[src/dbcs_defines.svh]
// Functional notes
// Interrupting read's data replaces old after latency
// Read-precharge interrupted by read: precharge at once
// Write ends read burst, precharge same edge
// Controller masks data two clocks before write
// Read ends write; precharge after write gap
// Last stored word precedes interrupting read
// Write ends write; precharge after write gap
// Clock-enable fall action from prior state
// Enable low twice: hold low-power state
// Power-down exit with NOP, idle next edge
// Self-refresh exit waits exit delay
// Suspend exit: next command one edge later
// Burst-stop pattern doubles as deep power-down
// Controller avoids undefined enable/command combinations
// Bank decode only with enable high twice
// Inhibit and NOP continue current operation
// Strobe patterns decode to the command set
// Idle and row-active banks accept listed commands
// Read burst accepts read, write, stop, precharge
// Write burst accepts read, write, stop, precharge
// Bank states: idle, active, read, write
// Controller leaves busy banks alone
// Refresh and mode load only all-idle
// Timing intervals are parameterised cycle counters
`ifndef DBCS_DEFINES_SVH
`define DBCS_DEFINES_SVH

`define DBCS_CLK_MHZ       50
`define DBCS_NS_TO_CYC(ns) ((((ns) * `DBCS_CLK_MHZ + 999) / 1000) < 1 ? 1 : (((ns) * `DBCS_CLK_MHZ + 999) / 1000))
`define DBCS_T_RCD_NS      20
`define DBCS_T_RP_NS       20
`define DBCS_T_WR_NS       15
`define DBCS_T_XSR_NS      120
`define DBCS_RCD_CYC       `DBCS_NS_TO_CYC(`DBCS_T_RCD_NS)
`define DBCS_RP_CYC        `DBCS_NS_TO_CYC(`DBCS_T_RP_NS)
`define DBCS_WR_CYC        `DBCS_NS_TO_CYC(`DBCS_T_WR_NS)
`define DBCS_XSR_CYC       `DBCS_NS_TO_CYC(`DBCS_T_XSR_NS)
`define DBCS_READ_LATENCY  3
`define DBCS_MASK_RD_LAT   2
`define DBCS_BURST_LEN     4
`define DBCS_FIFO_DEPTH    4
`define DBCS_DATA_W        16
`define DBCS_ADDR_W        13
`define DBCS_COL_W         9
`define DBCS_BANK_W        2
`define DBCS_NUM_BANKS     4
`define DBCS_AP_BIT        10
`define DBCS_CNT_W         8

`endif

[src/dbcs_pkg.sv]
`default_nettype none
package dbcs_pkg;

	typedef enum logic [3:0] {
		DBCS_CMD_INHIBIT,
		DBCS_CMD_NOP,
		DBCS_CMD_ACTIVE,
		DBCS_CMD_REFRESH,
		DBCS_CMD_LOAD_MODE,
		DBCS_CMD_PRECHARGE,
		DBCS_CMD_READ,
		DBCS_CMD_WRITE,
		DBCS_CMD_BURST_STOP
	} dbcs_cmd_t;

	typedef enum logic [3:0] {
		DBCS_BANK_IDLE,
		DBCS_BANK_ACTIVATING,
		DBCS_BANK_ACTIVE,
		DBCS_BANK_READ,
		DBCS_BANK_WRITE,
		DBCS_BANK_READ_AP,
		DBCS_BANK_WRITE_AP,
		DBCS_BANK_WR_GAP,
		DBCS_BANK_PRECHARGING
	} dbcs_bank_state_t;

	typedef enum logic [2:0] {
		DBCS_PWR_NORMAL,
		DBCS_PWR_DOWN,
		DBCS_PWR_SELF_REFRESH,
		DBCS_PWR_SR_EXIT,
		DBCS_PWR_SUSPEND,
		DBCS_PWR_DEEP_DOWN
	} dbcs_pwr_t;

endpackage
`default_nettype wire

[src/dbcs_bank.sv]
`include "dbcs_defines.svh"
`default_nettype none
module dbcs_bank
	import dbcs_pkg::*;
#(
	parameter int RCD_CYC = `DBCS_RCD_CYC,
	parameter int RP_CYC  = `DBCS_RP_CYC,
	parameter int WR_CYC  = `DBCS_WR_CYC
) (
	input  wire logic       clk_i,
	input  wire logic       reset_i,
	input  wire logic       en_i,
	input  wire logic       act_i,
	input  wire logic       rd_i,
	input  wire logic       wr_i,
	input  wire logic       ap_i,
	input  wire logic       pre_i,
	input  wire logic       intr_i,
	input  wire logic       live_i,
	output logic            idle_o,
	output dbcs_bank_state_t state_o
);
	localparam int CNT_W = `DBCS_CNT_W;

	if (RCD_CYC < 1 || RP_CYC < 1 || WR_CYC < 1 || RCD_CYC > 255 || RP_CYC > 255 || WR_CYC > 255)
	begin : g_bad_cfg
		$error("dbcs_bank: timing counts must lie in 1..255");
	end

	dbcs_bank_state_t state_ff;
	dbcs_bank_state_t nxt_state;
	logic [CNT_W-1:0] cnt_ff;
	logic [CNT_W-1:0] nxt_cnt;

	assign state_o = state_ff;
	assign idle_o  = (state_ff == DBCS_BANK_IDLE);

	always_comb begin
		nxt_state = state_ff;
		nxt_cnt   = (cnt_ff != '0) ? cnt_ff - 1'b1 : '0;
		case (state_ff)
			// Idle accepts activate
			DBCS_BANK_IDLE: begin
				if (act_i) begin
					nxt_state = DBCS_BANK_ACTIVATING;
					nxt_cnt   = CNT_W'(RCD_CYC - 1);
				end
			end
			// Activate-to-column counter
			DBCS_BANK_ACTIVATING: begin
				if (cnt_ff == '0) begin
					nxt_state = DBCS_BANK_ACTIVE;
				end
			end
			// Row active and bursts
			DBCS_BANK_ACTIVE, DBCS_BANK_READ, DBCS_BANK_WRITE: begin
				if (rd_i) begin
					nxt_state = ap_i ? DBCS_BANK_READ_AP : DBCS_BANK_READ;
				end else if (wr_i) begin
					nxt_state = ap_i ? DBCS_BANK_WRITE_AP : DBCS_BANK_WRITE;
				end else if (pre_i) begin
					// Precharge truncates burst
					nxt_state = DBCS_BANK_PRECHARGING;
					nxt_cnt   = CNT_W'(RP_CYC - 1);
				end else if (state_ff != DBCS_BANK_ACTIVE && !live_i) begin
					// Burst over, row active
					nxt_state = DBCS_BANK_ACTIVE;
				end
			end
			// Precharge on interrupting edge
			DBCS_BANK_READ_AP: begin
				if (intr_i || !live_i) begin
					nxt_state = DBCS_BANK_PRECHARGING;
					nxt_cnt   = CNT_W'(RP_CYC - 1);
				end
			end
			// Write gap from interrupt
			DBCS_BANK_WRITE_AP: begin
				if (intr_i || !live_i) begin
					nxt_state = DBCS_BANK_WR_GAP;
					nxt_cnt   = CNT_W'(WR_CYC - 1);
				end
			end
			// Precharge after write gap
			DBCS_BANK_WR_GAP: begin
				if (cnt_ff == '0) begin
					nxt_state = DBCS_BANK_PRECHARGING;
					nxt_cnt   = CNT_W'(RP_CYC - 1);
				end
			end
			DBCS_BANK_PRECHARGING: begin
				if (cnt_ff == '0) begin
					nxt_state = DBCS_BANK_IDLE;
				end
			end
			default: begin
				nxt_state = DBCS_BANK_IDLE;
			end
		endcase
	end

	always_ff @(posedge clk_i) begin
		if (reset_i) begin
			state_ff <= DBCS_BANK_IDLE;
			cnt_ff   <= '0;
		end else if (en_i) begin
			state_ff <= nxt_state;
			cnt_ff   <= nxt_cnt;
		end
	end
endmodule // dbcs_bank
`default_nettype wire

[src/dbcs_core.sv]
`include "dbcs_defines.svh"
`default_nettype none
module dbcs_core
	import dbcs_pkg::*;
#(
	parameter int READ_LATENCY = `DBCS_READ_LATENCY,
	parameter int BURST_LEN    = `DBCS_BURST_LEN,
	parameter int RCD_CYC      = `DBCS_RCD_CYC,
	parameter int RP_CYC       = `DBCS_RP_CYC,
	parameter int WR_CYC       = `DBCS_WR_CYC,
	parameter int XSR_CYC      = `DBCS_XSR_CYC,
	parameter int FIFO_DEPTH   = `DBCS_FIFO_DEPTH,
	parameter int DATA_W       = `DBCS_DATA_W
) (
	input  wire logic                       clk_i,
	input  wire logic                       reset_i,
	input  wire logic                       clock_enable_input_i,
	input  wire logic                       chip_select_n_i,
	input  wire logic                       row_strobe_n_i,
	input  wire logic                       column_strobe_n_i,
	input  wire logic                       write_strobe_n_i,
	input  wire logic [`DBCS_BANK_W-1:0]    bank_i,
	input  wire logic [`DBCS_ADDR_W-1:0]    addr_i,
	input  wire logic                       data_mask_i,
	input  wire logic [DATA_W-1:0]          write_data_i,
	output logic      [DATA_W-1:0]          read_data_o,
	output logic                            read_data_oe_o,
	output logic                            write_ready_o,
	output logic                            arr_act_valid_o,
	output logic      [`DBCS_BANK_W-1:0]    arr_act_bank_o,
	output logic      [`DBCS_ADDR_W-1:0]    arr_act_row_o,
	output logic                            arr_rd_valid_o,
	output logic      [`DBCS_BANK_W-1:0]    arr_rd_bank_o,
	output logic      [`DBCS_COL_W-1:0]     arr_rd_col_o,
	input  wire logic [DATA_W-1:0]          arr_rd_data_i,
	output logic                            arr_wr_valid_o,
	input  wire logic                       arr_wr_ready_i,
	output logic      [`DBCS_BANK_W-1:0]    arr_wr_bank_o,
	output logic      [`DBCS_COL_W-1:0]     arr_wr_col_o,
	output logic      [DATA_W-1:0]          arr_wr_data_o,
	output dbcs_pwr_t                       power_mode_o,
	output logic      [`DBCS_NUM_BANKS-1:0] bank_idle_o
);
	localparam int BANK_W = `DBCS_BANK_W;
	localparam int COL_W  = `DBCS_COL_W;
	localparam int NB     = `DBCS_NUM_BANKS;
	localparam int CNT_W  = `DBCS_CNT_W;
	localparam int BL_W   = $clog2(BURST_LEN + 1);
	localparam int RA_W   = BANK_W + COL_W;
	localparam int WORD_W = RA_W + DATA_W;
	localparam int MLAT   = `DBCS_MASK_RD_LAT;

	if (READ_LATENCY < 1 || BURST_LEN < 1 || XSR_CYC < 1 || XSR_CYC > 255) begin : g_bad_cfg
		$error("dbcs_core: latency, burst length or exit delay out of range");
	end

	// Strobe pattern decode
	function automatic dbcs_cmd_t decode_cmd(input logic cs_n, input logic [2:0] strobes);
		dbcs_cmd_t c;
		c = DBCS_CMD_NOP;
		if (cs_n) begin
			c = DBCS_CMD_INHIBIT;
		end else begin
			case (strobes)
				3'h7: c = DBCS_CMD_NOP;
				3'h3: c = DBCS_CMD_ACTIVE;
				3'h1: c = DBCS_CMD_REFRESH;
				3'h0: c = DBCS_CMD_LOAD_MODE;
				3'h2: c = DBCS_CMD_PRECHARGE;
				3'h5: c = DBCS_CMD_READ;
				3'h4: c = DBCS_CMD_WRITE;
				3'h6: c = DBCS_CMD_BURST_STOP;
				default: c = DBCS_CMD_NOP;
			endcase
		end
		return c;
	endfunction

	dbcs_cmd_t        cmd;
	dbcs_pwr_t        pwr_ff;
	dbcs_pwr_t        nxt_pwr;
	logic [CNT_W-1:0] xsr_ff;
	logic [CNT_W-1:0] nxt_xsr;
	logic             cke_prev_ff;
	logic             cke_fall;
	logic             cke_rise;
	logic             is_nop;
	logic             run;
	logic             all_idle;
	logic             busy;

	logic [BL_W-1:0]   rd_left_ff;
	logic [BANK_W-1:0] rd_bank_ff;
	logic [COL_W-1:0]  rd_col_ff;
	logic [BL_W-1:0]   wr_left_ff;
	logic [BANK_W-1:0] wr_bank_ff;
	logic [COL_W-1:0]  wr_col_ff;
	logic              rd_pipe_v_ff [READ_LATENCY];
	logic [RA_W-1:0]   rd_pipe_a_ff [READ_LATENCY];
	logic              mask_pipe_ff [MLAT];
	logic              rd_pipe_any;

	logic [NB-1:0]    col_ok;
	logic [NB-1:0]    live;
	dbcs_bank_state_t bank_state [NB];

	logic             rd_cmd;
	logic             wr_cmd;
	logic             act_cmd;
	logic             pre_cmd;
	logic             stop_cmd;
	logic             ap;
	logic             pre_hits_rd;
	logic             pre_hits_wr;
	logic             rd_issue;
	logic [RA_W-1:0]  rd_issue_a;
	logic             wr_beat;
	logic [RA_W-1:0]  wr_beat_a;
	logic             fifo_in_valid;
	logic [WORD_W-1:0] fifo_out;

	assign cmd      = decode_cmd(chip_select_n_i, {row_strobe_n_i, column_strobe_n_i, write_strobe_n_i});
	// Inhibit and NOP change nothing
	assign is_nop   = (cmd == DBCS_CMD_INHIBIT) || (cmd == DBCS_CMD_NOP);
	assign cke_fall = cke_prev_ff && !clock_enable_input_i;
	assign cke_rise = !cke_prev_ff && clock_enable_input_i;
	// Decode only with enable high twice
	assign run      = (pwr_ff == DBCS_PWR_NORMAL) && cke_prev_ff && clock_enable_input_i;
	assign all_idle = &bank_idle_o;

	always_comb begin
		rd_pipe_any = 1'b0;
		for (int i = 0; i < READ_LATENCY; i++) begin
			rd_pipe_any = rd_pipe_any | rd_pipe_v_ff[i];
		end
	end
	assign busy = (rd_left_ff != '0) || (wr_left_ff != '0) || rd_pipe_any || read_data_oe_o;

	assign ap       = addr_i[`DBCS_AP_BIT];
	assign act_cmd  = run && (cmd == DBCS_CMD_ACTIVE) && bank_idle_o[bank_i];
	// Column access only on open row
	assign rd_cmd   = run && (cmd == DBCS_CMD_READ) && col_ok[bank_i];
	assign wr_cmd   = run && (cmd == DBCS_CMD_WRITE) && col_ok[bank_i];
	assign pre_cmd  = run && (cmd == DBCS_CMD_PRECHARGE);
	assign stop_cmd = run && (cmd == DBCS_CMD_BURST_STOP);
	assign pre_hits_rd = pre_cmd && (ap || bank_i == rd_bank_ff);
	assign pre_hits_wr = pre_cmd && (ap || bank_i == wr_bank_ff);

	// Power and clock-enable state
	always_comb begin
		nxt_pwr = pwr_ff;
		nxt_xsr = (xsr_ff != '0) ? xsr_ff - 1'b1 : '0;
		case (pwr_ff)
			// Fall action from prior state
			DBCS_PWR_NORMAL: begin
				if (cke_fall) begin
					if (all_idle && !busy) begin
						if (is_nop) begin
							nxt_pwr = DBCS_PWR_DOWN;
						end else if (cmd == DBCS_CMD_REFRESH) begin
							nxt_pwr = DBCS_PWR_SELF_REFRESH;
						end else if (cmd == DBCS_CMD_BURST_STOP) begin
							// Deep power-down entry
							nxt_pwr = DBCS_PWR_DEEP_DOWN;
						end
					end else if (busy) begin
						nxt_pwr = DBCS_PWR_SUSPEND;
					end else if (is_nop) begin
						nxt_pwr = DBCS_PWR_DOWN;
					end
				end
			end
			// Exit with NOP on rise
			DBCS_PWR_DOWN: begin
				if (cke_rise && is_nop) begin
					nxt_pwr = DBCS_PWR_NORMAL;
				end
			end
			DBCS_PWR_SELF_REFRESH: begin
				if (cke_rise && is_nop) begin
					nxt_pwr = DBCS_PWR_SR_EXIT;
					nxt_xsr = CNT_W'(XSR_CYC - 1);
				end
			end
			// Wait out self-refresh exit delay
			DBCS_PWR_SR_EXIT: begin
				if (xsr_ff == '0) begin
					nxt_pwr = DBCS_PWR_NORMAL;
				end
			end
			// Resume on edge after exit
			DBCS_PWR_SUSPEND: begin
				if (cke_rise) begin
					nxt_pwr = DBCS_PWR_NORMAL;
				end
			end
			// Any rise leaves deep power-down
			DBCS_PWR_DEEP_DOWN: begin
				if (cke_rise) begin
					nxt_pwr = DBCS_PWR_NORMAL;
				end
			end
			default: begin
				nxt_pwr = DBCS_PWR_NORMAL;
			end
		endcase
	end

	// Enable sampled every edge
	always_ff @(posedge clk_i) begin
		if (reset_i) begin
			cke_prev_ff <= 1'b0;
			pwr_ff      <= DBCS_PWR_NORMAL;
			xsr_ff      <= '0;
		end else begin
			cke_prev_ff <= clock_enable_input_i;
			pwr_ff      <= nxt_pwr;
			xsr_ff      <= nxt_xsr;
		end
	end
	assign power_mode_o = pwr_ff;

	// Per-bank state trackers
	for (genvar b = 0; b < NB; b++) begin : g_bank
		logic hit;
		assign hit = (bank_i == BANK_W'(b));
		assign col_ok[b] = (bank_state[b] == DBCS_BANK_ACTIVE) || (bank_state[b] == DBCS_BANK_READ)
			|| (bank_state[b] == DBCS_BANK_WRITE);
		assign live[b] = ((rd_left_ff != '0) && rd_bank_ff == BANK_W'(b))
			|| ((wr_left_ff != '0) && wr_bank_ff == BANK_W'(b));
		dbcs_bank #(
			.RCD_CYC (RCD_CYC),
			.RP_CYC  (RP_CYC),
			.WR_CYC  (WR_CYC)
		) u_bank (
			.clk_i   (clk_i),
			.reset_i (reset_i),
			.en_i    (run),
			.act_i   (act_cmd && hit),
			.rd_i    (rd_cmd && hit),
			.wr_i    (wr_cmd && hit),
			.ap_i    (ap),
			.pre_i   (pre_cmd && (ap || hit)),
			.intr_i  ((rd_cmd || wr_cmd) && !hit),
			.live_i  (live[b]),
			.idle_o  (bank_idle_o[b]),
			.state_o (bank_state[b])
		);
	end

	// Row open request to the array
	always_ff @(posedge clk_i) begin
		if (reset_i) begin
			arr_act_valid_o <= 1'b0;
			arr_act_bank_o  <= '0;
			arr_act_row_o   <= '0;
		end else begin
			arr_act_valid_o <= act_cmd;
			if (act_cmd) begin
				arr_act_bank_o <= bank_i;
				arr_act_row_o  <= addr_i;
			end
		end
	end

	// Read burst column issue
	assign rd_issue   = rd_cmd || ((rd_left_ff != '0) && !wr_cmd && !stop_cmd && !pre_hits_rd);
	assign rd_issue_a = rd_cmd ? {bank_i, addr_i[COL_W-1:0]} : {rd_bank_ff, rd_col_ff};

	always_ff @(posedge clk_i) begin
		if (reset_i) begin
			rd_left_ff <= '0;
			rd_bank_ff <= '0;
			rd_col_ff  <= '0;
		end else if (run) begin
			if (rd_cmd) begin
				rd_left_ff <= BL_W'(BURST_LEN - 1);
				rd_bank_ff <= bank_i;
				rd_col_ff  <= addr_i[COL_W-1:0] + 1'b1;
			end else if (wr_cmd || stop_cmd || pre_hits_rd) begin
				// Write ends read burst
				rd_left_ff <= '0;
			end else if (rd_left_ff != '0) begin
				rd_left_ff <= rd_left_ff - 1'b1;
				rd_col_ff  <= rd_col_ff + 1'b1;
			end
		end
	end

	// Latency pipeline for read data
	always_ff @(posedge clk_i) begin
		if (reset_i) begin
			for (int i = 0; i < READ_LATENCY; i++) begin
				rd_pipe_v_ff[i] <= 1'b0;
				rd_pipe_a_ff[i] <= '0;
			end
		end else if (run) begin
			// Flush read data on write
			rd_pipe_v_ff[0] <= rd_issue && !wr_cmd;
			rd_pipe_a_ff[0] <= rd_issue_a;
			for (int i = 1; i < READ_LATENCY; i++) begin
				rd_pipe_v_ff[i] <= rd_pipe_v_ff[i-1] && !wr_cmd;
				rd_pipe_a_ff[i] <= rd_pipe_a_ff[i-1];
			end
		end
	end

	assign arr_rd_valid_o = rd_pipe_v_ff[READ_LATENCY-1] && run;
	assign arr_rd_bank_o  = rd_pipe_a_ff[READ_LATENCY-1][RA_W-1:COL_W];
	assign arr_rd_col_o   = rd_pipe_a_ff[READ_LATENCY-1][COL_W-1:0];

	// Read mask acts two edges late
	always_ff @(posedge clk_i) begin
		if (reset_i) begin
			for (int i = 0; i < MLAT; i++) begin
				mask_pipe_ff[i] <= 1'b0;
			end
		end else if (run) begin
			mask_pipe_ff[0] <= data_mask_i;
			for (int i = 1; i < MLAT; i++) begin
				mask_pipe_ff[i] <= mask_pipe_ff[i-1];
			end
		end
	end

	// Output held while clock is suspended
	always_ff @(posedge clk_i) begin
		if (reset_i) begin
			read_data_o    <= '0;
			read_data_oe_o <= 1'b0;
		end else if (run) begin
			read_data_oe_o <= rd_pipe_v_ff[READ_LATENCY-1] && !mask_pipe_ff[MLAT-1] && !wr_cmd;
			if (rd_pipe_v_ff[READ_LATENCY-1]) begin
				read_data_o <= arr_rd_data_i;
			end
		end
	end

	// Write burst beats
	assign wr_beat   = wr_cmd || ((wr_left_ff != '0) && !rd_cmd && !stop_cmd && !pre_hits_wr);
	assign wr_beat_a = wr_cmd ? {bank_i, addr_i[COL_W-1:0]} : {wr_bank_ff, wr_col_ff};
	// Interrupting read stores nothing
	assign fifo_in_valid = run && wr_beat && !data_mask_i;

	always_ff @(posedge clk_i) begin
		if (reset_i) begin
			wr_left_ff <= '0;
			wr_bank_ff <= '0;
			wr_col_ff  <= '0;
		end else if (run) begin
			if (wr_cmd) begin
				wr_left_ff <= BL_W'(BURST_LEN - 1);
				wr_bank_ff <= bank_i;
				wr_col_ff  <= addr_i[COL_W-1:0] + 1'b1;
			end else if (rd_cmd || stop_cmd || pre_hits_wr) begin
				// Read ends write burst
				wr_left_ff <= '0;
			end else if (wr_left_ff != '0) begin
				wr_left_ff <= wr_left_ff - 1'b1;
				wr_col_ff  <= wr_col_ff + 1'b1;
			end
		end
	end

	// New write's own word only
	dbcs_fifo #(
		.WIDTH (WORD_W),
		.DEPTH (FIFO_DEPTH)
	) u_wr_fifo (
		.clk_i       (clk_i),
		.reset_i     (reset_i),
		.in_valid_i  (fifo_in_valid),
		.in_ready_o  (write_ready_o),
		.in_data_i   ({wr_beat_a, write_data_i}),
		.out_valid_o (arr_wr_valid_o),
		.out_ready_i (arr_wr_ready_i),
		.out_data_o  (fifo_out)
	);

	assign arr_wr_bank_o = fifo_out[WORD_W-1:WORD_W-BANK_W];
	assign arr_wr_col_o  = fifo_out[DATA_W+COL_W-1:DATA_W];
	assign arr_wr_data_o = fifo_out[DATA_W-1:0];
endmodule // dbcs_core
`default_nettype wire

[src/dbcs_fifo.sv]
`include "dbcs_defines.svh"
`default_nettype none
module dbcs_fifo #(
	parameter int WIDTH = 8,
	parameter int DEPTH = `DBCS_FIFO_DEPTH
) (
	input  wire logic             clk_i,
	input  wire logic             reset_i,
	input  wire logic             in_valid_i,
	output logic                  in_ready_o,
	input  wire logic [WIDTH-1:0] in_data_i,
	output logic                  out_valid_o,
	input  wire logic             out_ready_i,
	output logic      [WIDTH-1:0] out_data_o
);
	localparam int PTR_W = (DEPTH > 1) ? $clog2(DEPTH) : 1;

	if (DEPTH < 2 || (DEPTH & (DEPTH - 1)) != 0 || WIDTH < 1) begin : g_bad_cfg
		$error("dbcs_fifo: depth must be a power of two of at least 2");
	end

	logic [WIDTH-1:0] mem_ff [DEPTH];
	logic [PTR_W-1:0] wr_ptr_ff;
	logic [PTR_W-1:0] rd_ptr_ff;
	logic [PTR_W:0]   count_ff;
	logic             push;
	logic             pop;

	assign in_ready_o  = (count_ff != (PTR_W + 1)'(DEPTH));
	assign out_valid_o = (count_ff != '0);
	assign out_data_o  = mem_ff[rd_ptr_ff];
	assign push        = in_valid_i & in_ready_o;
	assign pop         = out_valid_o & out_ready_i;

	always_ff @(posedge clk_i) begin
		if (push) begin
			mem_ff[wr_ptr_ff] <= in_data_i;
		end
	end

	always_ff @(posedge clk_i) begin
		if (reset_i) begin
			wr_ptr_ff <= '0;
			rd_ptr_ff <= '0;
			count_ff  <= '0;
		end else begin
			if (push) begin
				wr_ptr_ff <= wr_ptr_ff + 1'b1;
			end
			if (pop) begin
				rd_ptr_ff <= rd_ptr_ff + 1'b1;
			end
			if (push && !pop) begin
				count_ff <= count_ff + 1'b1;
			end else if (pop && !push) begin
				count_ff <= count_ff - 1'b1;
			end
		end
	end
endmodule // dbcs_fifo
`default_nettype wire

[config.mk]
export PLATFORM = sky130hd
export DESIGN_NAME = dbcs_core
export DESIGN_NICKNAME = d
export VERILOG_FILES = /design/src/dbcs_pkg.sv /design/src/dbcs_bank.sv /design/src/dbcs_core.sv /design/src/dbcs_fifo.sv
export VERILOG_INCLUDE_DIRS = /design/src /design/src/src
export SDC_FILE = /design/constraint.sdc
export NUM_CORES = 1
export LEC_CHECK = 0
export ABC_CLOCK_PERIOD_IN_PS = 4100
export BUFFER_PORTS_ARGS = -buffer_cell sky130_fd_sc_hd__buf_2
export CAP_MARGIN = 15
export CORE_MARGIN = 5
export CORE_UTILIZATION = 36
export DETAILED_ROUTE_END_ITERATION = 16
export GPL_TIMING_DRIVEN = 0
export SETUP_SLACK_MARGIN = 0.05
export SLEW_MARGIN = 20
export SYNTH_ARGS = -nofsm -noshare
export SYNTH_HDL_FRONTEND = slang
export SYNTH_SLANG_ARGS = --single-unit
[constraint.sdc]
create_clock -name clk_i -period 4.1 [get_ports clk_i]
set_input_delay 0.82 -clock clk_i [delete_from_list [all_inputs] [get_ports clk_i]]
set_output_delay 0.82 -clock clk_i [all_outputs]
set_load 0.005 [all_outputs]
==> results of run 1 <==
==> metal layers <==
| layer | track usage (%) | part of all wire (%) | vias to the layer above |
|---|---|---|---|
| li1 | - | - | 5228 |
| met1 | 23.35 | 46 | 5165 |
| met2 | 27.17 | 46 | 344 |
| met3 | 2.767 | 6.1 | 55 |
| met4 | 4.963 | 2.3 | 0 |
| met5 | 0 | 0 | - |
==> cells in the mapped netlist (4+ instances only) <==
cell	n	area, um^2
nor3_1	30	150.1
o22ai_1	10	62.56
o21ai_0	80	400.4
a311oi_1	4	35.03
nand2b_1	18	112.6
inv_1	36	135.1
o211ai_1	10	75.07
clkbuf_8	4	55.05
and3_1	44	275.3
clkbuf_1	46	172.7
a31o_2	4	35.03
a31oi_1	17	106.4
ha_1	22	275.3
a21oi_1	91	455.4
o21a_1	5	37.54
nor3b_1	17	127.6
or3_1	6	37.54
dfxtp_1	130	2603
a211oi_1	13	97.59
buf_4	17	127.6
a211o_1	4	35.03
o31ai_1	6	45.04
nand3b_1	4	30.03
and2_1	13	81.33
mux2i_1	8	80.08
nand4_1	13	81.33
edfxtp_1	146	4384
nor2_1	109	409.1
or2_2	7	43.79
xor2_1	16	140.1
nor2b_1	14	87.58
nor4_1	16	100.1
buf_2	15	75.07
a21o_1	12	90.09
nand3_1	30	150.1
nand2_1	185	694.4
mux4_2	27	608.1
xnor2_1	19	166.4
==> power by group through the flow <==
| stage | sequential, mW | combinational, mW | clock, mW |
|---|---|---|---|
| floorplan | 3.13 | 0.682 | 0 |
| global placement | 3.15 | 0.964 | 0 |
| detailed placement | 3.15 | 0.988 | 0 |
| CTS | 3.09 | 0.995 | 2.81 |
| global route | 3.11 | 1.09 | 2.94 |
| finish | 3.09 | 0.978 | 2.75 |
==> how the worst max path moves through the flow <==
stage                                               endpoint  slack (ns)  cells after the start
after global placement      u_wr_fifo.mem_ff[2][6]$_DFFE_PP_       -0.75                      9
after CTS                 u_wr_fifo.count_ff[2]$_SDFFE_PP0P_        0.10                     14
final                     u_wr_fifo.count_ff[2]$_SDFFE_PP0P_        0.26                     15
after global routing      u_wr_fifo.count_ff[2]$_SDFFE_PP0P_        0.06                     15
after detailed placement  u_wr_fifo.count_ff[2]$_SDFFE_PP0P_       -0.46                     14
after floorplan           u_wr_fifo.count_ff[2]$_SDFFE_PP0P_        0.30                     14
==> worst register-to-register path, stage by stage (launching register included) <==
cell,delay (ns)
dfxtp_1,0.37
nor4b_2,0.35
and2_2,0.44
and4b_1,0.33
and3_1,0.17
clkbuf_1,0.18
o211a_1,0.30
and2_1,0.22
ha_1,0.19
inv_1,0.07
fa_1,0.43
xor2_1,0.17
or3_1,0.30
a21oi_1,0.17
==> area by class of cell <==
class	count	share of cell area, %
inverter	38	0.8981
clock buffer	41	5.381
timing repair buffer	138	4.774
tap	474	3.734
sequential	276	43.99
clock inverter	17	1.040
multi-input combinational	935	37.41
buffer	84	2.765
==> flip-flops by register name, indices dropped and copies added, names as in the netlist, 8 cells and up, named ones only <==
name / flops
wr_col_ff: 9
g_bank.u_bank.state_o: 16
arr_act_row_o: 13
u_wr_fifo.mem_ff: 108
rd_col_ff: 9
g_bank.u_bank.cnt_ff: 32
xsr_ff: 8
rd_pipe_a_ff: 33
read_data_o: 16
==> logic make-up (layout without fill, tap and decap cells) <==
logic type,count (synthesis),after routing,synth area share (%)
compound gates,305,305,14.21
xor+xnor,35,35,2.271
fa+ha+maj,24,24,2.262
buf+inv,123,318,4.329
flops,276,276,51.76
mux,37,37,5.265
simple gates,534,534,19.90
==> stage by stage <==
stage / setup WS [ns] / utilization, % / hold WS, ns / instances / setup TNS (ns)
final: 0.2645 / 42.57 / 0.4497 / 2003 / 0
after global routing: 0.06438 / 42.57 / 0.4335 / 2003 / 0
after CTS: 0.1047 / 42.54 / 0.4293 / 2003 / 0
after detailed placement: -0.4610 / 39.82 / 0.4427 / 1946 / -1.855
after global placement: -0.7463 / 39.56 / 0.4389 / 1942 / -68.65
after floorplan: 0.3033 / - / 0.4429 / 1334 / 0
==> what timing repair did <==
item,4_1_cts,5_1_grt
endpoints found under the setup margin,1,1
buffers inserted,0,0
resized for setup,0,2
==> impl_metrics.py, run 1 <==
metrics = {
    "power": {
        "p_seq_share_pct": 45.3,
        "p_per_area_nw_per_um2": 429.3,
        "p_comb_share_pct": 14.3,
        "clockPowerShare_pct": 40.3,
        "ir_drop_mv": 0.2658,
        "switching_share_pct": 26.05,
        "p_int_mw": 5.042,
        "power_mw": 6.818,
        "p_leak_nw": 6.005,
        "switchingPower_mw": 1.776,
    },
    "sta": {
        "finalHoldViolations": 0,
        "tightest_slew_ns": 0.8678,
        "skew_ns": 0.01361,
        "rsz0062_at_grt": "no",
        "fin_crit_sh_pct": 93.55,
        "finalSetupViolations": 0,
        "fin_crit_ns": 3.835,
        "fmax_mhz": 260.7,
        "max_slew_margin_pct": 41.89,
        "slew_viol_final": 0,
    },
    "run_status": {
        "status": "completed",
    },
    "clock_network": {
        "h-tree-depth": 1,
        "cts_hold_buf": 0,
        "cts_root_buf": "clkbuf_16",
        "clk_latency_ns": 0.58,
        "clk_pin_slew_ns": 0.06,
        "cts_max_path_buffers": 3,
        "cts_tree": "done",
        "clock-sinks": 276,
        "numCtsBuffers": 31,
    },
    "worst_setup_path": {
        "worstSetupEndpointType": "register",
        "r2r-end": "u_wr_fifo.count_ff[2]$_SDFFE_PP0P_",
        "critPathMaxStageDelay_ns": 0.43,
        "worstPathArrival_ns": 4.33,
        "cp_max_fo": 8,
        "crit_family": "simple AND/OR/NAND/NOR gates",
        "crit_type": "primary input to register",
        "reg2reg_depth": 13,
        "reg2reg_from": "power_mode_o[2]$_SDFFE_PP0P_",
        "cp.required_ns": 4.60,
        "crit_start": "write_strobe_n_i",
        "path_buf_inv": 3,
        "crit_path_start_kind": "primary input",
        "critPathSlowestCell": "fa_1",
        "crit_chain": "buf_2 > inv_1 > ha_1 > nand4bb_1 > o21ai_2 > and2_1 > a31oi_2 > o211a_1 > and2_1 > ha_1 > inv_1 > fa_1 > xor2_1 > or3_1 > a21oi_1",
        "r2r_setup_slack_ns": 0.33,
    },
    "detailed_routing": {
        "avgViaCountPerCell": 5.388,
        "wire_per_inst_um": 17.77,
        "routed_wirelength_um": 35590,
        "initialDrtViolationCount": 819,
        "drt_first_pass_iters": 6,
        "ant_nets": 0,
        "num_vias": 10790,
        "drc": 0,
    },
    "floorplan": {
        "die-area_um2": 41470,
        "start_util_pct": 36.18,
        "die_w_um": 203.6,
        "ios": 137,
        "fp.dieH_um": 203.6,
        "placementRows": 71,
        "core_um2": 37310,
    },
    "synthesis": {
        "syn-num-nets": 1413,
        "synth_cell_types": 93,
        "ys_ff_latch": 276,
        "yosysWarnings": 0,
        "synth_flop_cell": "edfxtp_1",
        "synthCells": 1334,
        "syn_avg_cell_area_um2": 10.12,
        "async_flop_share_pct": 0,
        "netlist_area_um2": 13500,
        "synth_edf_count": 146,
        "yosysSeqAreaShare_pct": 51.76,
    },
    "cells_and_area": {
        "num-nets-final": 1583,
        "fillerInstances": 3587,
        "regArea_um2": 6987,
        "multiInputGateArea_um2": 5942,
        "antenna_cells": 0,
        "mostFrequentLayoutCells": "185 x nand2_1, 149 x buf_2, 146 x edfxtp_1",
        "layout.cell_area.non_filler_um2": 15880,
        "final_common_cell": "nand2_1",
        "areaGrowthSynthToFinish_pct": 17.66,
        "drive_gt1_share_pct": 18.71,
    },
    "placement": {
        "portBuffers": 134,
        "place_congestion": 0.9219,
        "dp_hpwl_um": 25740,
        "dpl_cell_area_um2": 14860,
    },
    "global_routing": {
        "antenna_found_initial": 0,
        "overflow": 0,
        "grt_pass1_wl_um": 56920,
        "track_usage_pct": 16.80,
        "grt_pass1_vias": 10470,
        "grt_max_degree": 28,
    },
    "flow_run": {
        "drv_cap": 0,
    },
    "hold_path": {
        "min_path_type": "register to register",
        "hold-path-endpoint": "arr_act_row_o[9]$_SDFFE_PP0P_",
        "worstHoldStart": "arr_act_row_o[9]$_SDFFE_PP0P_",
        "whs_path_depth": 2,
    },
}
Note: power is estimated with default switching activity, not from simulation.
==> run 2: changes to the inputs <==
--- a/config.mk
+++ b/config.mk
@@ -13,6 +13,8 @@
 export CORE_UTILIZATION = 36
 export DETAILED_ROUTE_END_ITERATION = 16
 export GPL_TIMING_DRIVEN = 0
+export MAX_ROUTING_LAYER = met4
+export RECOVER_POWER = 25
 export SETUP_SLACK_MARGIN = 0.05
 export SLEW_MARGIN = 20
 export SYNTH_ARGS = -nofsm -noshare
==> run 2 against run 1 <==
  * Worst hold slack gained 0.0042 ns
  * Cell area is 0.11% higher
  * Clock skew is 0.0097 ns higher
  * First-iteration DRC count shrank 4.4%
  * Utilization hardly changed
  * Flip-flop and latch count did not move
  * Via count decreased by 0.18%
  * Clock power rose by 7%
  * Wire length decreased by 0.62%
  * Maximum frequency shrank 0.76%
  * Sequential power about the same
  * Critical endpoint unchanged
  * Highest routed layer unchanged
==> impl_metrics.py, run 2 (synthesis results as in run 1) <==
metrics = {
    "clock_network": {
        "clk_pin_slew_ns": 0.06,
        "clk_latency_ns": 0.57,
        "numCtsBuffers": 31,
        "cts_hold_buf": 0,
        "h-tree-depth": 1,
        "cts_tree": "done",
        "clock-sinks": 276,
        "cts_setup_buffers": 0,
        "cts_max_path_buffers": 3,
        "cts_root_buf": "clkbuf_16",
    },
    "power": {
        "p_per_area_nw_per_um2": 439.4,
        "p_leak_nw": 5.872,
        "power_mw": 6.986,
        "ir_drop_mv": 0.2858,
    },
    "sta": {
        "fmax_mhz": 258.8,
        "fin_crit_ns": 3.865,
        "fin_crit_sh_pct": 94.26,
        "finalHoldViolations": 0,
        "skew_ns": 0.02330,
        "finalSetupViolations": 0,
        "max_slew_margin_pct": 43.32,
        "slew_viol_final": 0,
        "tightest_slew_ns": 0.8465,
        "setup_tns_ns": 0,
        "rsz0062_at_grt": "no",
        "whs_ns": 0.4538,
        "layout_setup_ws_ns": 0.2353,
    },
    "placement": {
        "dpl_cell_area_um2": 14860,
        "place_congestion": 0.9459,
        "place_inst": 1946,
        "portBuffers": 134,
        "pre_cts_ws_ns": -0.4819,
        "dp_hpwl_um": 25490,
    },
    "global_routing": {
        "grt_pass1_vias": 10510,
        "antenna_found_initial": 0,
        "overflow": 0,
        "grt_pass1_wl_um": 56640,
        "track_usage_pct": 17.13,
        "grt_max_degree": 28,
    },
    "detailed_routing": {
        "wire_per_inst_um": 17.67,
        "avgViaCountPerCell": 5.381,
        "initialDrtViolationCount": 783,
        "num_vias": 10770,
        "routed_wirelength_um": 35370,
        "drt_first_pass_iters": 5,
        "ant_nets": 0,
        "drc": 0,
    },
    "cells_and_area": {
        "antenna_cells": 0,
        "regMostFlops": "u_wr_fifo.mem_ff",
        "mostFrequentLayoutCells": "185 x nand2_1, 146 x edfxtp_1, 130 x dfxtp_1",
        "finish.utilization_pct": 42.61,
        "largest_reg_flops": 108,
        "final_common_cell": "nand2_1",
        "drive_gt1_share_pct": 15.71,
        "final_cells": 2002,
        "layout.cell_area.non_filler_um2": 15900,
        "areaGrowthSynthToFinish_pct": 17.79,
        "top_regs": "u_wr_fifo.mem_ff: 108 flops, rd_pipe_a_ff: 33 flops, g_bank.u_bank.cnt_ff: 32 flops",
        "fillerInstances": 3653,
        "num-nets-final": 1583,
    },
    "floorplan": {
        "die_w_um": 203.6,
        "start_util_pct": 36.18,
        "placementRows": 71,
        "core_um2": 37310,
        "ios": 137,
        "fp.dieH_um": 203.6,
        "die-area_um2": 41470,
    },
    "worst_setup_path": {
        "crit_path_start_kind": "primary input",
        "reg2reg_depth": 13,
        "worstPathArrival_ns": 4.36,
        "cp.required_ns": 4.59,
        "cp_max_fo": 8,
        "reg2reg_from": "power_mode_o[2]$_SDFFE_PP0P_",
        "crit_chain": "buf_2 > ha_1 > nand4bb_1 > o21ai_2 > and2_1 > a31oi_2 > o211a_1 > and2_1 > ha_1 > inv_1 > fa_1 > xor2_1 > or3_1 > a21oi_1",
        "critPathSlowestCell": "fa_1",
        "r2r-end": "u_wr_fifo.count_ff[2]$_SDFFE_PP0P_",
        "r2r_setup_slack_ns": 0.30,
        "crit_type": "primary input to register",
        "endpoint": "u_wr_fifo.count_ff[2]$_SDFFE_PP0P_",
        "worstSetupEndpointType": "register",
        "crit_start": "column_strobe_n_i",
        "critPathMaxStageDelay_ns": 0.43,
    },
    "flow_run": {
        "drv_cap": 0,
    },
    "run_status": {
        "status": "completed",
    },
    "hold_path": {
        "min_path_type": "register to register",
    },
}
-- run 2: cell count changes in the layout (fill, tap and decap cells not counted) --
cell | before | now
clkbuf_1 | 51 | 98
buf_2 | 149 | 104
buf_4 | 17 | 8
clkbuf_4 | 0 | 9
bufinv_16 | 2 | 6
clkinv_1 | 7 | 5
clkinvlp_4 | 4 | 2
clkbuf_8 | 6 | 5
clkinv_4 | 2 | 1
inv_6 | 1 | 0
-- run 2: layout make-up --
| cell class | count | area (um^2) | area share [%] |
|---|---|---|---|
| well taps | 474 | 593.1 | 3.730 |
| repair buffers | 138 | 701.9 | 4.415 |
| multi-input cells | 935 | 5942 | 37.37 |
| plain buffers | 84 | 439.2 | 2.762 |
| flip-flops and latches | 276 | 6987 | 43.94 |
| clock inverters | 15 | 245.2 | 1.542 |
| clock buffers | 42 | 848.3 | 5.336 |
| inverters | 38 | 142.6 | 0.8971 |
-- run 2: worst max-delay path, delay by kind of cell --
kind	cells	cell delay (ns)
AO/OA/AOI/OAI	4	1.01
XOR/XNOR	1	0.18
AND/OR/NAND/NOR	4	1.08
buffers and inverters	2	0.22
adder cells (fa/ha/maj)	3	1.02
-- run 2: how the worst min path moves through the flow --
stage / depth (start not counted) / to / slack (ns) / from
CTS: 1 / u_wr_fifo.mem_ff[1][8]$_DFFE_PP_ / 0.44 / write_data_i[8]
finish: 2 / arr_act_row_o[6]$_SDFFE_PP0P_ / 0.45 / arr_act_row_o[6]$_SDFFE_PP0P_
detailed placement: 2 / arr_act_bank_o[1]$_SDFFE_PP0P_ / 0.44 / arr_act_bank_o[1]$_SDFFE_PP0P_
floorplan: 1 / g_bank[3].u_bank.cnt_ff[5]$_SDFFE_PP0P_ / 0.44 / g_bank[3].u_bank.cnt_ff[5]$_SDFFE_PP0P_
global placement: 2 / arr_act_row_o[6]$_SDFFE_PP0P_ / 0.44 / arr_act_row_o[6]$_SDFFE_PP0P_
global route: 3 / read_data_o[10]$_SDFFE_PP0P_ / 0.47 / arr_rd_data_i[10]
-- run 2: timing repair --
item | CTS | global route
endpoints found under the setup margin | 1 | 1
hold endpoints to repair | 0 | 0
resized for setup | 0 | 2
cloned | 0 | 0
-- run 2: power by group --
group / internal (mW) / leakage (nW) / total, mW / switching [mW]
Combinational: 0.430 / 2.93 / 0.966 / 0.536
Sequential: 3.01 / 2.42 / 3.09 / 0.0832
Clock: 1.83 / 0.520 / 2.93 / 1.10
Total: 5.27 / 5.87 / 6.99 / 1.72
-- run 2: per-layer routing --
metal  routed length, um  up-vias  GRT usage (%)
li1                    -     5215              -
met1               16370     5161          23.36
met2               16340      350          27.37
met3                2032       47          2.512
met4                 625        0          3.782
met5                   0        -              -
